### config.mk
export PLATFORM = sky130hd
export DESIGN_NAME = odl_combiner
export DESIGN_NICKNAME = d
export VERILOG_FILES = /design/src/rtl/odl_pkg.sv /design/src/rtl/odl_delay_if.sv /design/src/rtl/odl_combiner.sv /design/src/rtl/odl_delay_timer.sv
export SDC_FILE = /design/constraint.sdc
export NUM_CORES = 1
export LEC_CHECK = 0
export BUFFER_PORTS_ARGS = -buffer_cell sky130_fd_sc_hd__buf_2
export CAP_MARGIN = 25
export CORE_UTILIZATION = 65
export CTS_CLUSTER_SIZE = 8
export DETAILED_ROUTE_END_ITERATION = 8
export PLACE_DENSITY = 0.84
export SYNTH_ARGS = -nofsm -noshare
export SYNTH_HDL_FRONTEND = slang
export SYNTH_HIERARCHICAL = 1
export SYNTH_SLANG_ARGS = --single-unit
### constraint.sdc
create_clock -name mclk -period 11.2 [get_ports mclk]
set_input_delay 1.12 -clock mclk [delete_from_list [all_inputs] [get_ports mclk]]
set_output_delay 1.12 -clock mclk [all_outputs]
set_load 0.01 [all_outputs]
### src/rtl/odl_pkg.sv
/*
  constants, field layouts and types of the output delay and logic combiner.
  assumes a 125 mhz control clock and a 6-bit drive status signal code space.
*/
package odl_pkg;
  // ----------------------------------------------------------------
  // widths and counts
  // ----------------------------------------------------------------
  localparam int CFG_ADDR_W = 5;
  localparam int CFG_DATA_W = 16;
  localparam int DELAY_W = 10;
  localparam int SEL_W = 6;
  localparam int STATUS_W = 64;
  localparam int NUM_DELAY = 4;
  localparam int NUM_LOGIC = 6;
  localparam int TICK_CNT_W = 24;

  // ----------------------------------------------------------------
  // timing
  // ----------------------------------------------------------------
  localparam int TICK_TIME_NS = 100000000;
  localparam int CLK_PERIOD_NS = 8;
  localparam int TICK_CYCLES = TICK_TIME_NS / CLK_PERIOD_NS;

  // ----------------------------------------------------------------
  // parameter index map
  // ----------------------------------------------------------------
  localparam logic [CFG_ADDR_W-1:0] ADDR_DELAY0 = 5'h00;
  localparam logic [CFG_ADDR_W-1:0] ADDR_OPA0 = 5'h08;
  localparam logic [CFG_ADDR_W-1:0] ADDR_OPB0 = 5'h0e;
  localparam logic [CFG_ADDR_W-1:0] ADDR_OPER0 = 5'h14;
  localparam logic [CFG_ADDR_W-1:0] ADDR_LAST = 5'h19;

  // ----------------------------------------------------------------
  // value limits and codes
  // ----------------------------------------------------------------
  localparam logic [CFG_DATA_W-1:0] DELAY_MAX = 16'h03e8;
  localparam logic [SEL_W-1:0] LOG_CODE_FIRST = 6'h21;
  localparam logic [SEL_W-1:0] LOG_CODE_LAST = 6'h26;

  typedef enum logic [1:0] {
    OPER_AND = 2'b00,
    OPER_OR  = 2'b01,
    OPER_XOR = 2'b10
  } odl_oper_t;

  // ----------------------------------------------------------------
  // reset values
  // ----------------------------------------------------------------
  localparam logic [DELAY_W-1:0] DELAY_RST = 10'h000;
  localparam logic [SEL_W-1:0] SEL_RST = 6'h00;
  localparam odl_oper_t OPER_RST = OPER_AND;
endpackage

### src/rtl/odl_delay_if.sv
/*
  carrier between the combiner top and one on/off delay timer.
  assumes the owner drives source, tick and delays; the timer drives the level.
*/
`timescale 1ns/10ps
`default_nettype none
interface odl_delay_if;
  import odl_pkg::*;
  logic src;
  logic tick;
  logic [DELAY_W-1:0] onDelay;
  logic [DELAY_W-1:0] offDelay;
  logic outLvl;
  modport timer (input src, input tick, input onDelay, input offDelay, output outLvl);
  modport owner (output src, output tick, output onDelay, output offDelay, input outLvl);
endinterface
`default_nettype wire

### src/rtl/odl_combiner.sv
/*
  output delay timers for outputs 13..15 and relay, and six logical outputs.
  assumes status signals, sources and the config write port are on mclk.
*/
`timescale 1ns/10ps
`default_nettype none
module odl_combiner
  import odl_pkg::*;
#(
  parameter int TickCycles = TICK_CYCLES
)
(
  input wire logic mclk,
  input wire logic nrst,
  input wire logic driveRunning,
  input wire logic [STATUS_W-1:0] statusIn,
  input wire logic [NUM_DELAY-1:0] delaySrc,
  input wire logic cfgWrEn,
  input wire logic [CFG_ADDR_W-1:0] cfgAddr,
  input wire logic [CFG_DATA_W-1:0] cfgData,
  output logic cfgAck,
  output logic cfgReject,
  output logic [NUM_DELAY-1:0] delayedOut,
  output logic [NUM_LOGIC-1:0] logicOut
);
  // ----------------------------------------------------------------
  // 0.1 s timebase
  // ----------------------------------------------------------------
  localparam logic [TICK_CNT_W-1:0] TICK_LAST = TICK_CNT_W'(TickCycles - 1);
  logic [TICK_CNT_W-1:0] tickCnt_q;
  logic tick_q;
  wire tickWrap = tickCnt_q == TICK_LAST;

  always_ff @(posedge mclk) begin
    if (!nrst) begin
      tickCnt_q <= '0;
      tick_q <= 1'b0;
    end else begin
      tickCnt_q <= tickWrap ? '0 : tickCnt_q + 24'h000001;
      tick_q <= tickWrap;
    end
  end

  // ----------------------------------------------------------------
  // config decode
  // ----------------------------------------------------------------
  wire isDelay = cfgAddr < ADDR_OPA0;
  wire isOpA = cfgAddr >= ADDR_OPA0 && cfgAddr < ADDR_OPB0;
  wire isOpB = cfgAddr >= ADDR_OPB0 && cfgAddr < ADDR_OPER0;
  wire isOper = cfgAddr >= ADDR_OPER0 && cfgAddr <= ADDR_LAST;
  wire [1:0] delayCh = cfgAddr[2:1];
  wire delayIsOff = cfgAddr[0];
  wire [2:0] idxA = 3'(cfgAddr - ADDR_OPA0);
  wire [2:0] idxB = 3'(cfgAddr - ADDR_OPB0);
  wire [2:0] idxOp = 3'(cfgAddr - ADDR_OPER0);
  wire [SEL_W-1:0] selVal = cfgData[SEL_W-1:0];
  wire selHighZero = cfgData[CFG_DATA_W-1:SEL_W] == '0;
  wire selIsLogic = selVal >= LOG_CODE_FIRST && selVal <= LOG_CODE_LAST;
  wire selLegal = selHighZero && !selIsLogic;
  wire delayLegal = cfgData <= DELAY_MAX;
  wire operLegal = cfgData <= 16'(OPER_XOR);
  wire valueLegal = (isDelay && delayLegal) || ((isOpA || isOpB) && selLegal)
                    || (isOper && operLegal);
  wire accept = cfgWrEn && !driveRunning && valueLegal;

  always_ff @(posedge mclk) begin
    if (!nrst) begin
      cfgAck <= 1'b0;
      cfgReject <= 1'b0;
    end else begin
      cfgAck <= accept;
      cfgReject <= cfgWrEn && !accept;
    end
  end

  // ----------------------------------------------------------------
  // delay timers
  // ----------------------------------------------------------------
  logic [DELAY_W-1:0] onDelay_q [NUM_DELAY];
  logic [DELAY_W-1:0] offDelay_q [NUM_DELAY];

  for (genvar d = 0; d < NUM_DELAY; d++) begin : gen_delay
    odl_delay_if dif ();
    wire wrOn = accept && isDelay && delayCh == 2'(d) && !delayIsOff;
    wire wrOff = accept && isDelay && delayCh == 2'(d) && delayIsOff;

    always_ff @(posedge mclk) begin
      if (!nrst) begin
        onDelay_q[d] <= DELAY_RST;
        offDelay_q[d] <= DELAY_RST;
      end else begin
        if (wrOn) begin
          onDelay_q[d] <= cfgData[DELAY_W-1:0];
        end
        if (wrOff) begin
          offDelay_q[d] <= cfgData[DELAY_W-1:0];
        end
      end
    end

    assign dif.src = delaySrc[d];
    assign dif.tick = tick_q;
    assign dif.onDelay = onDelay_q[d];
    assign dif.offDelay = offDelay_q[d];
    assign delayedOut[d] = dif.outLvl;

    odl_delay_timer u_timer (
      .mclk (mclk),
      .nrst (nrst),
      .dif (dif)
    );
  end

  // ----------------------------------------------------------------
  // logical outputs
  // ----------------------------------------------------------------
  logic [SEL_W-1:0] opA_q [NUM_LOGIC];
  logic [SEL_W-1:0] opB_q [NUM_LOGIC];
  odl_oper_t oper_q [NUM_LOGIC];
  logic [NUM_LOGIC-1:0] logic_q;
  wire [NUM_LOGIC-1:0] aBit;
  wire [NUM_LOGIC-1:0] bBit;

  for (genvar i = 0; i < NUM_LOGIC; i++) begin : gen_logic
    wire wrA = accept && isOpA && idxA == 3'(i);
    wire wrB = accept && isOpB && idxB == 3'(i);
    wire wrOp = accept && isOper && idxOp == 3'(i);
    wire res;

    assign aBit[i] = statusIn[opA_q[i]];
    assign bBit[i] = statusIn[opB_q[i]];
    assign res = oper_q[i] == OPER_AND ? aBit[i] & bBit[i] :
                 oper_q[i] == OPER_OR ? aBit[i] | bBit[i] :
                 aBit[i] ^ bBit[i];

    always_ff @(posedge mclk) begin
      if (!nrst) begin
        opA_q[i] <= SEL_RST;
        opB_q[i] <= SEL_RST;
        oper_q[i] <= OPER_RST;
        logic_q[i] <= 1'b0;
      end else begin
        if (wrA) begin
          opA_q[i] <= selVal;
        end
        if (wrB) begin
          opB_q[i] <= selVal;
        end
        if (wrOp) begin
          oper_q[i] <= odl_oper_t'(cfgData[1:0]);
        end
        logic_q[i] <= res;
      end
    end
  end

  assign logicOut = logic_q;
endmodule
`default_nettype wire

### src/rtl/odl_delay_timer.sv
/*
  one on/off delay timer counting shared 0.1 s ticks.
  assumes tick is a one-cycle pulse on mclk and nrst is synchronous.
*/
`timescale 1ns/10ps
`default_nettype none
module odl_delay_timer
  import odl_pkg::*;
(
  input wire logic mclk,
  input wire logic nrst,
  odl_delay_if.timer dif
);
  // ----------------------------------------------------------------
  // delay counter
  // ----------------------------------------------------------------
  logic out_q;
  logic [DELAY_W-1:0] cnt_q;
  wire pending = dif.src != out_q;
  wire [DELAY_W-1:0] limit = dif.src ? dif.onDelay : dif.offDelay;
  wire reached = cnt_q >= limit;

  always_ff @(posedge mclk) begin
    if (!nrst) begin
      out_q <= 1'b0;
      cnt_q <= DELAY_RST;
    end else if (!pending) begin
      cnt_q <= DELAY_RST;
    end else if (reached) begin
      out_q <= dif.src;
      cnt_q <= DELAY_RST;
    end else if (dif.tick) begin
      cnt_q <= cnt_q + 10'h001;
    end
  end

  assign dif.outLvl = out_q;
endmodule
`default_nettype wire

[Word level (Yosys, flattened, before mapping)]
Memories as Yosys holds them, arrays and structs flattened.
Index checks and enable logic that the tools add are counted.
Storage, ports and cells
  register bits after elaboration: 77
  bits in writable memories: 164
  output and inout port bits: 12
  word-level logic and storage cells: 353
  memories: 5
Memory list
  offDelay_q: depth 4, width 10, read ports 4, clocked after memory_dff 0, write ports 4, RTL line odl_combiner.sv:80  | logic [DELAY_W-1:0] offDelay_q [NUM_DELAY];
  onDelay_q: depth 4, width 10, read ports 4, clocked after memory_dff 0, write ports 4, RTL line odl_combiner.sv:79  | logic [DELAY_W-1:0] onDelay_q [NUM_DELAY];
  opA_q: depth 6, width 6, read ports 6, clocked after memory_dff 0, write ports 6, RTL line odl_combiner.sv:117  | logic [SEL_W-1:0] opA_q [NUM_LOGIC];
  opB_q: depth 6, width 6, read ports 6, clocked after memory_dff 0, write ports 6, RTL line odl_combiner.sv:118  | logic [SEL_W-1:0] opB_q [NUM_LOGIC];
  oper_q: depth 6, width 2, read ports 6, clocked after memory_dff 0, write ports 6, RTL line odl_combiner.sv:119  | odl_oper_t oper_q [NUM_LOGIC];
Operators by class
  $add $sub $neg: 8
  $lt $le $gt $ge: 27
  eq/ne operators: 29
  multiplexer cells: 145
  bitwise gates (word level): 49
  reductions and logical operators: 72
Operators by type and width (count)
  $mux 10: 12
  $mux 1: 103
  $lt 6x7->1 const B: 12
  $bmux 1 s6: 12
  $mux 6: 12
  $logic_and 1x1->1: 45
  $add 10x1->10 const B: 4
  $ge 10x10->1: 4
  $or 1x1->1: 32
  $add 24x1->24 const B: 1
  $eq 24x24->1 const B: 1
  $eq 3x2->1 const B: 6
  $eq 3x3->1 const B: 6
  $le 16x10->1 const B: 1
  $le 16x2->1 const B: 1
  $eq 2x1->1 const B: 7
  $logic_not 2->1: 7
  $mux 2: 6
  $reduce_or 3->1: 4
  $ge 5x4->1 const B: 2
  $logic_not 10->1: 1
  $lt 5x4->1 const B: 2
  $eq 3x1->1 const B: 3
  $logic_not 3->1: 3
  other kinds (16): 43

[Logic depth before layout (Yosys ltp)]
  depth in word-level cells: 15
  depth in mapped cells: 13
  mapped depth without buffers: 11

[Hierarchy]
The synthesis kept the hierarchy.
By module, submodules not included
  odl_combiner: instances 1, cells an instance 1331, area each 15185.8 um^2, sequential area each 5585.4 um^2
  odl_delay_timer at gen_delay[0].u_timer ...: instances 2, cells an instance 84, area each 785.8 um^2, sequential area each 220.2 um^2
  odl_delay_timer at gen_delay[3].u_timer: instances 1, cells an instance 85, area each 800.8 um^2, sequential area each 220.2 um^2
  odl_delay_timer at gen_delay[2].u_timer: instances 1, cells an instance 84, area each 780.7 um^2, sequential area each 220.2 um^2

[Least setup slack after synthesis]
OpenSTA, ideal clock, no wires.
  path type: in2reg
  start: input cfgAddr[2]
  end: memory offDelay_q[3][0], enable pin
  setup time: 0.394 ns
  arrival time: 4.137 ns
  required time: 10.806 ns
  setup slack: 6.669 ns
  stages: 11
  path buffers: 4
  path through: clkbuf_1 > clkinv_1 > ha_1 > a21bo_2 > a31o_1 > buf_4 > nor4_4 > nor3_2 > buf_4 > buf_4 > o31ai_1
RTL lines
  start, declared: RTL line odl_combiner.sv:19  | input wire logic [CFG_ADDR_W-1:0] cfgAddr,
  end, declared: RTL line odl_combiner.sv:80

==> results.ini <==
[critical_path]
cp.arrival_ns = 4.84
crit_type = in -> reg
cp.required_ns = 11.31
cp-end-kind = flip-flop
start_kind = input pin
cp_max_fo = 53
r2r_setup_slack_ns = 8.01

[cts]
cts_resized = 0
cts_tree = done
root_buffer = clkbuf_16
clock_latency_ns = 0.51
clock-sinks = 241
h-tree-depth = 2
cts_hold_buf = 0
cts_buffer_depth = 3
numCtsBuffers = 36
cts_setup_buffers = 0
cts.clk_slew.worst_paths_ns = 0.05

[placed_design]
place.port_buffers = 104
place.gp.congestion = 1.02
dp_cells = 1981
dp_hpwl_um = 35900

[power_and_ir_drop]
ir_worst_vdd_mv = 0.136
power.static_leakage_nw = 6.91
p_per_area_nw_per_um2 = 122

[sta]
rsz0062_at_grt = no
relSlewSlack_pct = 26.5
final_max_slew_viol_count = 0
tns_ns = 0
worst-slew-pin-transition_ns = 1.09
setup_viol = 0
max_freq_mhz = 211
finalHoldViolCount = 0
period_minus_slack_ns = 4.73
period_share_pct = 42.2
fin_skew_ns = 0.0174

[synthesis]
netlist-cell-type-count = 61
synth_nets = 1823
mappedNetlistArea_um2 = 18300
syn_inst = 1668
avgSynthCellArea_um2 = 11.0
synth_seq_cells = 241
synth.largest_area_cell = edfxtp_1
yosysSeqAreaShare_pct = 35.3
synthTopCellsByArea = edfxtp_1 27%, mux4_2 23%, dfxtp_1 8.4%
ys.flop_type = edfxtp_1
synth_edf_count = 164
synth.top_cell.area_share_pct = 26.9
async_flop_share_pct = 0
yosys_warnings = 6

[detailed_routing]
drc = 0
via_per_inst = 7.29
wl_per_cell_um = 24.7
wirelength_um = 50900
ant_nets = 0
drtIter0Drc = 2121
first_pass_iters = 6
vias = 15000

[floorplan]
dieArea_um2 = 28900
ios = 105
core_area_um2 = 27800
start_util_pct = 66.0
die_y_um = 170
die-width_um = 170
rows = 61

[hold_path]
hp-class = reg -> reg

[grt]
antenna_found_initial = 0
grt_pass1_vias = 14500
grt_pass1_wl_um = 78900
grt_max_degree = 54
grt_use_total_pct = 35.5
grt_overflow = 0

[layout]
instances_no_fill = 2062
antenna_cells = 0
drive_above_1_share_pct = 23.9
final_nets = 1813
syn2layout_area_growth_pct = 9.15

[job]
max-cap-violations = 0

[outcome]
status = finished clean

-- layout make-up --
class | instances | area (um2)
Fill cell | 1881 | 7760
Sequential cell | 241 | 6470
Clock buffer | 61 | 1020
Multi-Input combinational cell | 1204 | 11000
Timing Repair Buffer | 140 | 907
Clock inverter | 3 | 26.3
Tap cell | 378 | 473
Inverter | 35 | 131
-- cell usage in the layout (no fill, tap or decap), types with 8 or more instances in the layout --
cell type / count
o21ai_0: 19
a21oi_1: 25
o41ai_1: 17
clkbuf_1: 24
nand3_1: 51
clkbuf_16: 37
clkbuf_2: 10
nor3_1: 17
nor2b_1: 48
nand4_1: 28
xnor2_1: 21
nor4b_1: 10
edfxtp_1: 164
mux4_2: 186
buf_2: 105
nor2_1: 196
inv_1: 34
nand2b_1: 11
xor2_1: 39
ha_1: 62
or3_1: 8
nand2_1: 124
a211oi_1: 21
a22oi_1: 22
mux2i_1: 83
a2111oi_0: 10
a31oi_1: 18
nor4_1: 75
and3_1: 13
buf_4: 17
dfxtp_1: 77
o211ai_1: 12
-- report_power, final --
group / leakage, nW / internal [mW] / switching [mW]
clock: 0.497 / 0.614 / 0.370
combinational: 4.24 / 0.202 / 0.209
sequential: 2.18 / 0.986 / 0.0590
total: 6.91 / 1.80 / 0.639
-- cells in the mapped netlist (25+ instances only) --
| library cell | count |
|---|---|
| a21oi_1 | 25 |
| nand3_1 | 51 |
| nor2_1 | 196 |
| edfxtp_1 | 164 |
| nor4_1 | 75 |
| xor2_1 | 39 |
| inv_1 | 34 |
| nor2b_1 | 48 |
| nand4_1 | 28 |
| mux4_2 | 186 |
| clkbuf_1 | 135 |
| nand2_1 | 124 |
| mux2i_1 | 83 |
| dfxtp_1 | 77 |
| ha_1 | 62 |
-- metal layers --
metal | vias to the layer above | share of wire [%] | GRT usage (%)
met2 | 1231 | 48 | 58.3
li1 | 6455 | - | -
met3 | 284 | 13 | 9.09
met5 | - | 0 | 0
met1 | 7071 | 33 | 43.3
met4 | 0 | 5.6 | 18.5
-- state kept, by name, indices dropped and copies added (netlist names), 4 cells and up --
register / cells
gen_delay.u_timer/cnt_q: 40
tickCnt_q: 24
gen_delay.u_timer/dif.outLvl: 4
onDelay_q: 40
opB_q: 36
oper_q: 12
offDelay_q: 40
opA_q: 36
logicOut: 6
-- cells by family after synthesis --
| kind of cell | synth area share (%) |
|---|---|
| mux | 27.8 |
| fa+ha+maj | 4.23 |
| simple gates | 17.2 |
| compound gates | 7.66 |
| flops | 35.3 |
| buf+inv | 5.00 |
| xor+xnor | 2.87 |
-- worst paths after layout --
path                       end          from  cells after the start
setup / recovery   opB_q[5][3]    cfgAddr[2]                      9
hold / removal    tickCnt_q[0]  tickCnt_q[0]                      1
setup reg to reg   logicOut[3]   opA_q[3][0]                     11
hold reg to reg   tickCnt_q[0]  tickCnt_q[0]                      1
-- worst max-delay path: stages --
cell and delay [ns]:
buf_2 0.28, clkinv_1 0.38, ha_1 0.37, a21bo_2 0.23, a31o_1 0.43, nor4_4 0.59, nor3_4 0.05, buf_4 0.33
o41ai_1 1.03
-- through the flow --
| stage | cell area, um2 | util (%) | setup WS [ns] | hold WS, ns | power, mW |
|---|---|---|---|---|---|
| 5_1_grt | 20000 | 72.1 | 6.30 | 0.487 | 2.52 |
| 2_1_floorplan | 18300 | - | 6.67 | 0.426 | 1.33 |
| 3_3_place_gp | 18700 | 67.3 | 6.25 | 0.442 | 1.43 |
| 4_1_cts | 19800 | 71.2 | 6.46 | 0.464 | 2.42 |
| 3_5_place_dp | 18700 | 67.4 | 6.01 | 0.452 | 1.44 |
| 6_report | 20000 | 72.1 | 6.47 | 0.462 | 2.44 |
No activity file was read; power rests on OpenSTA's default activity.
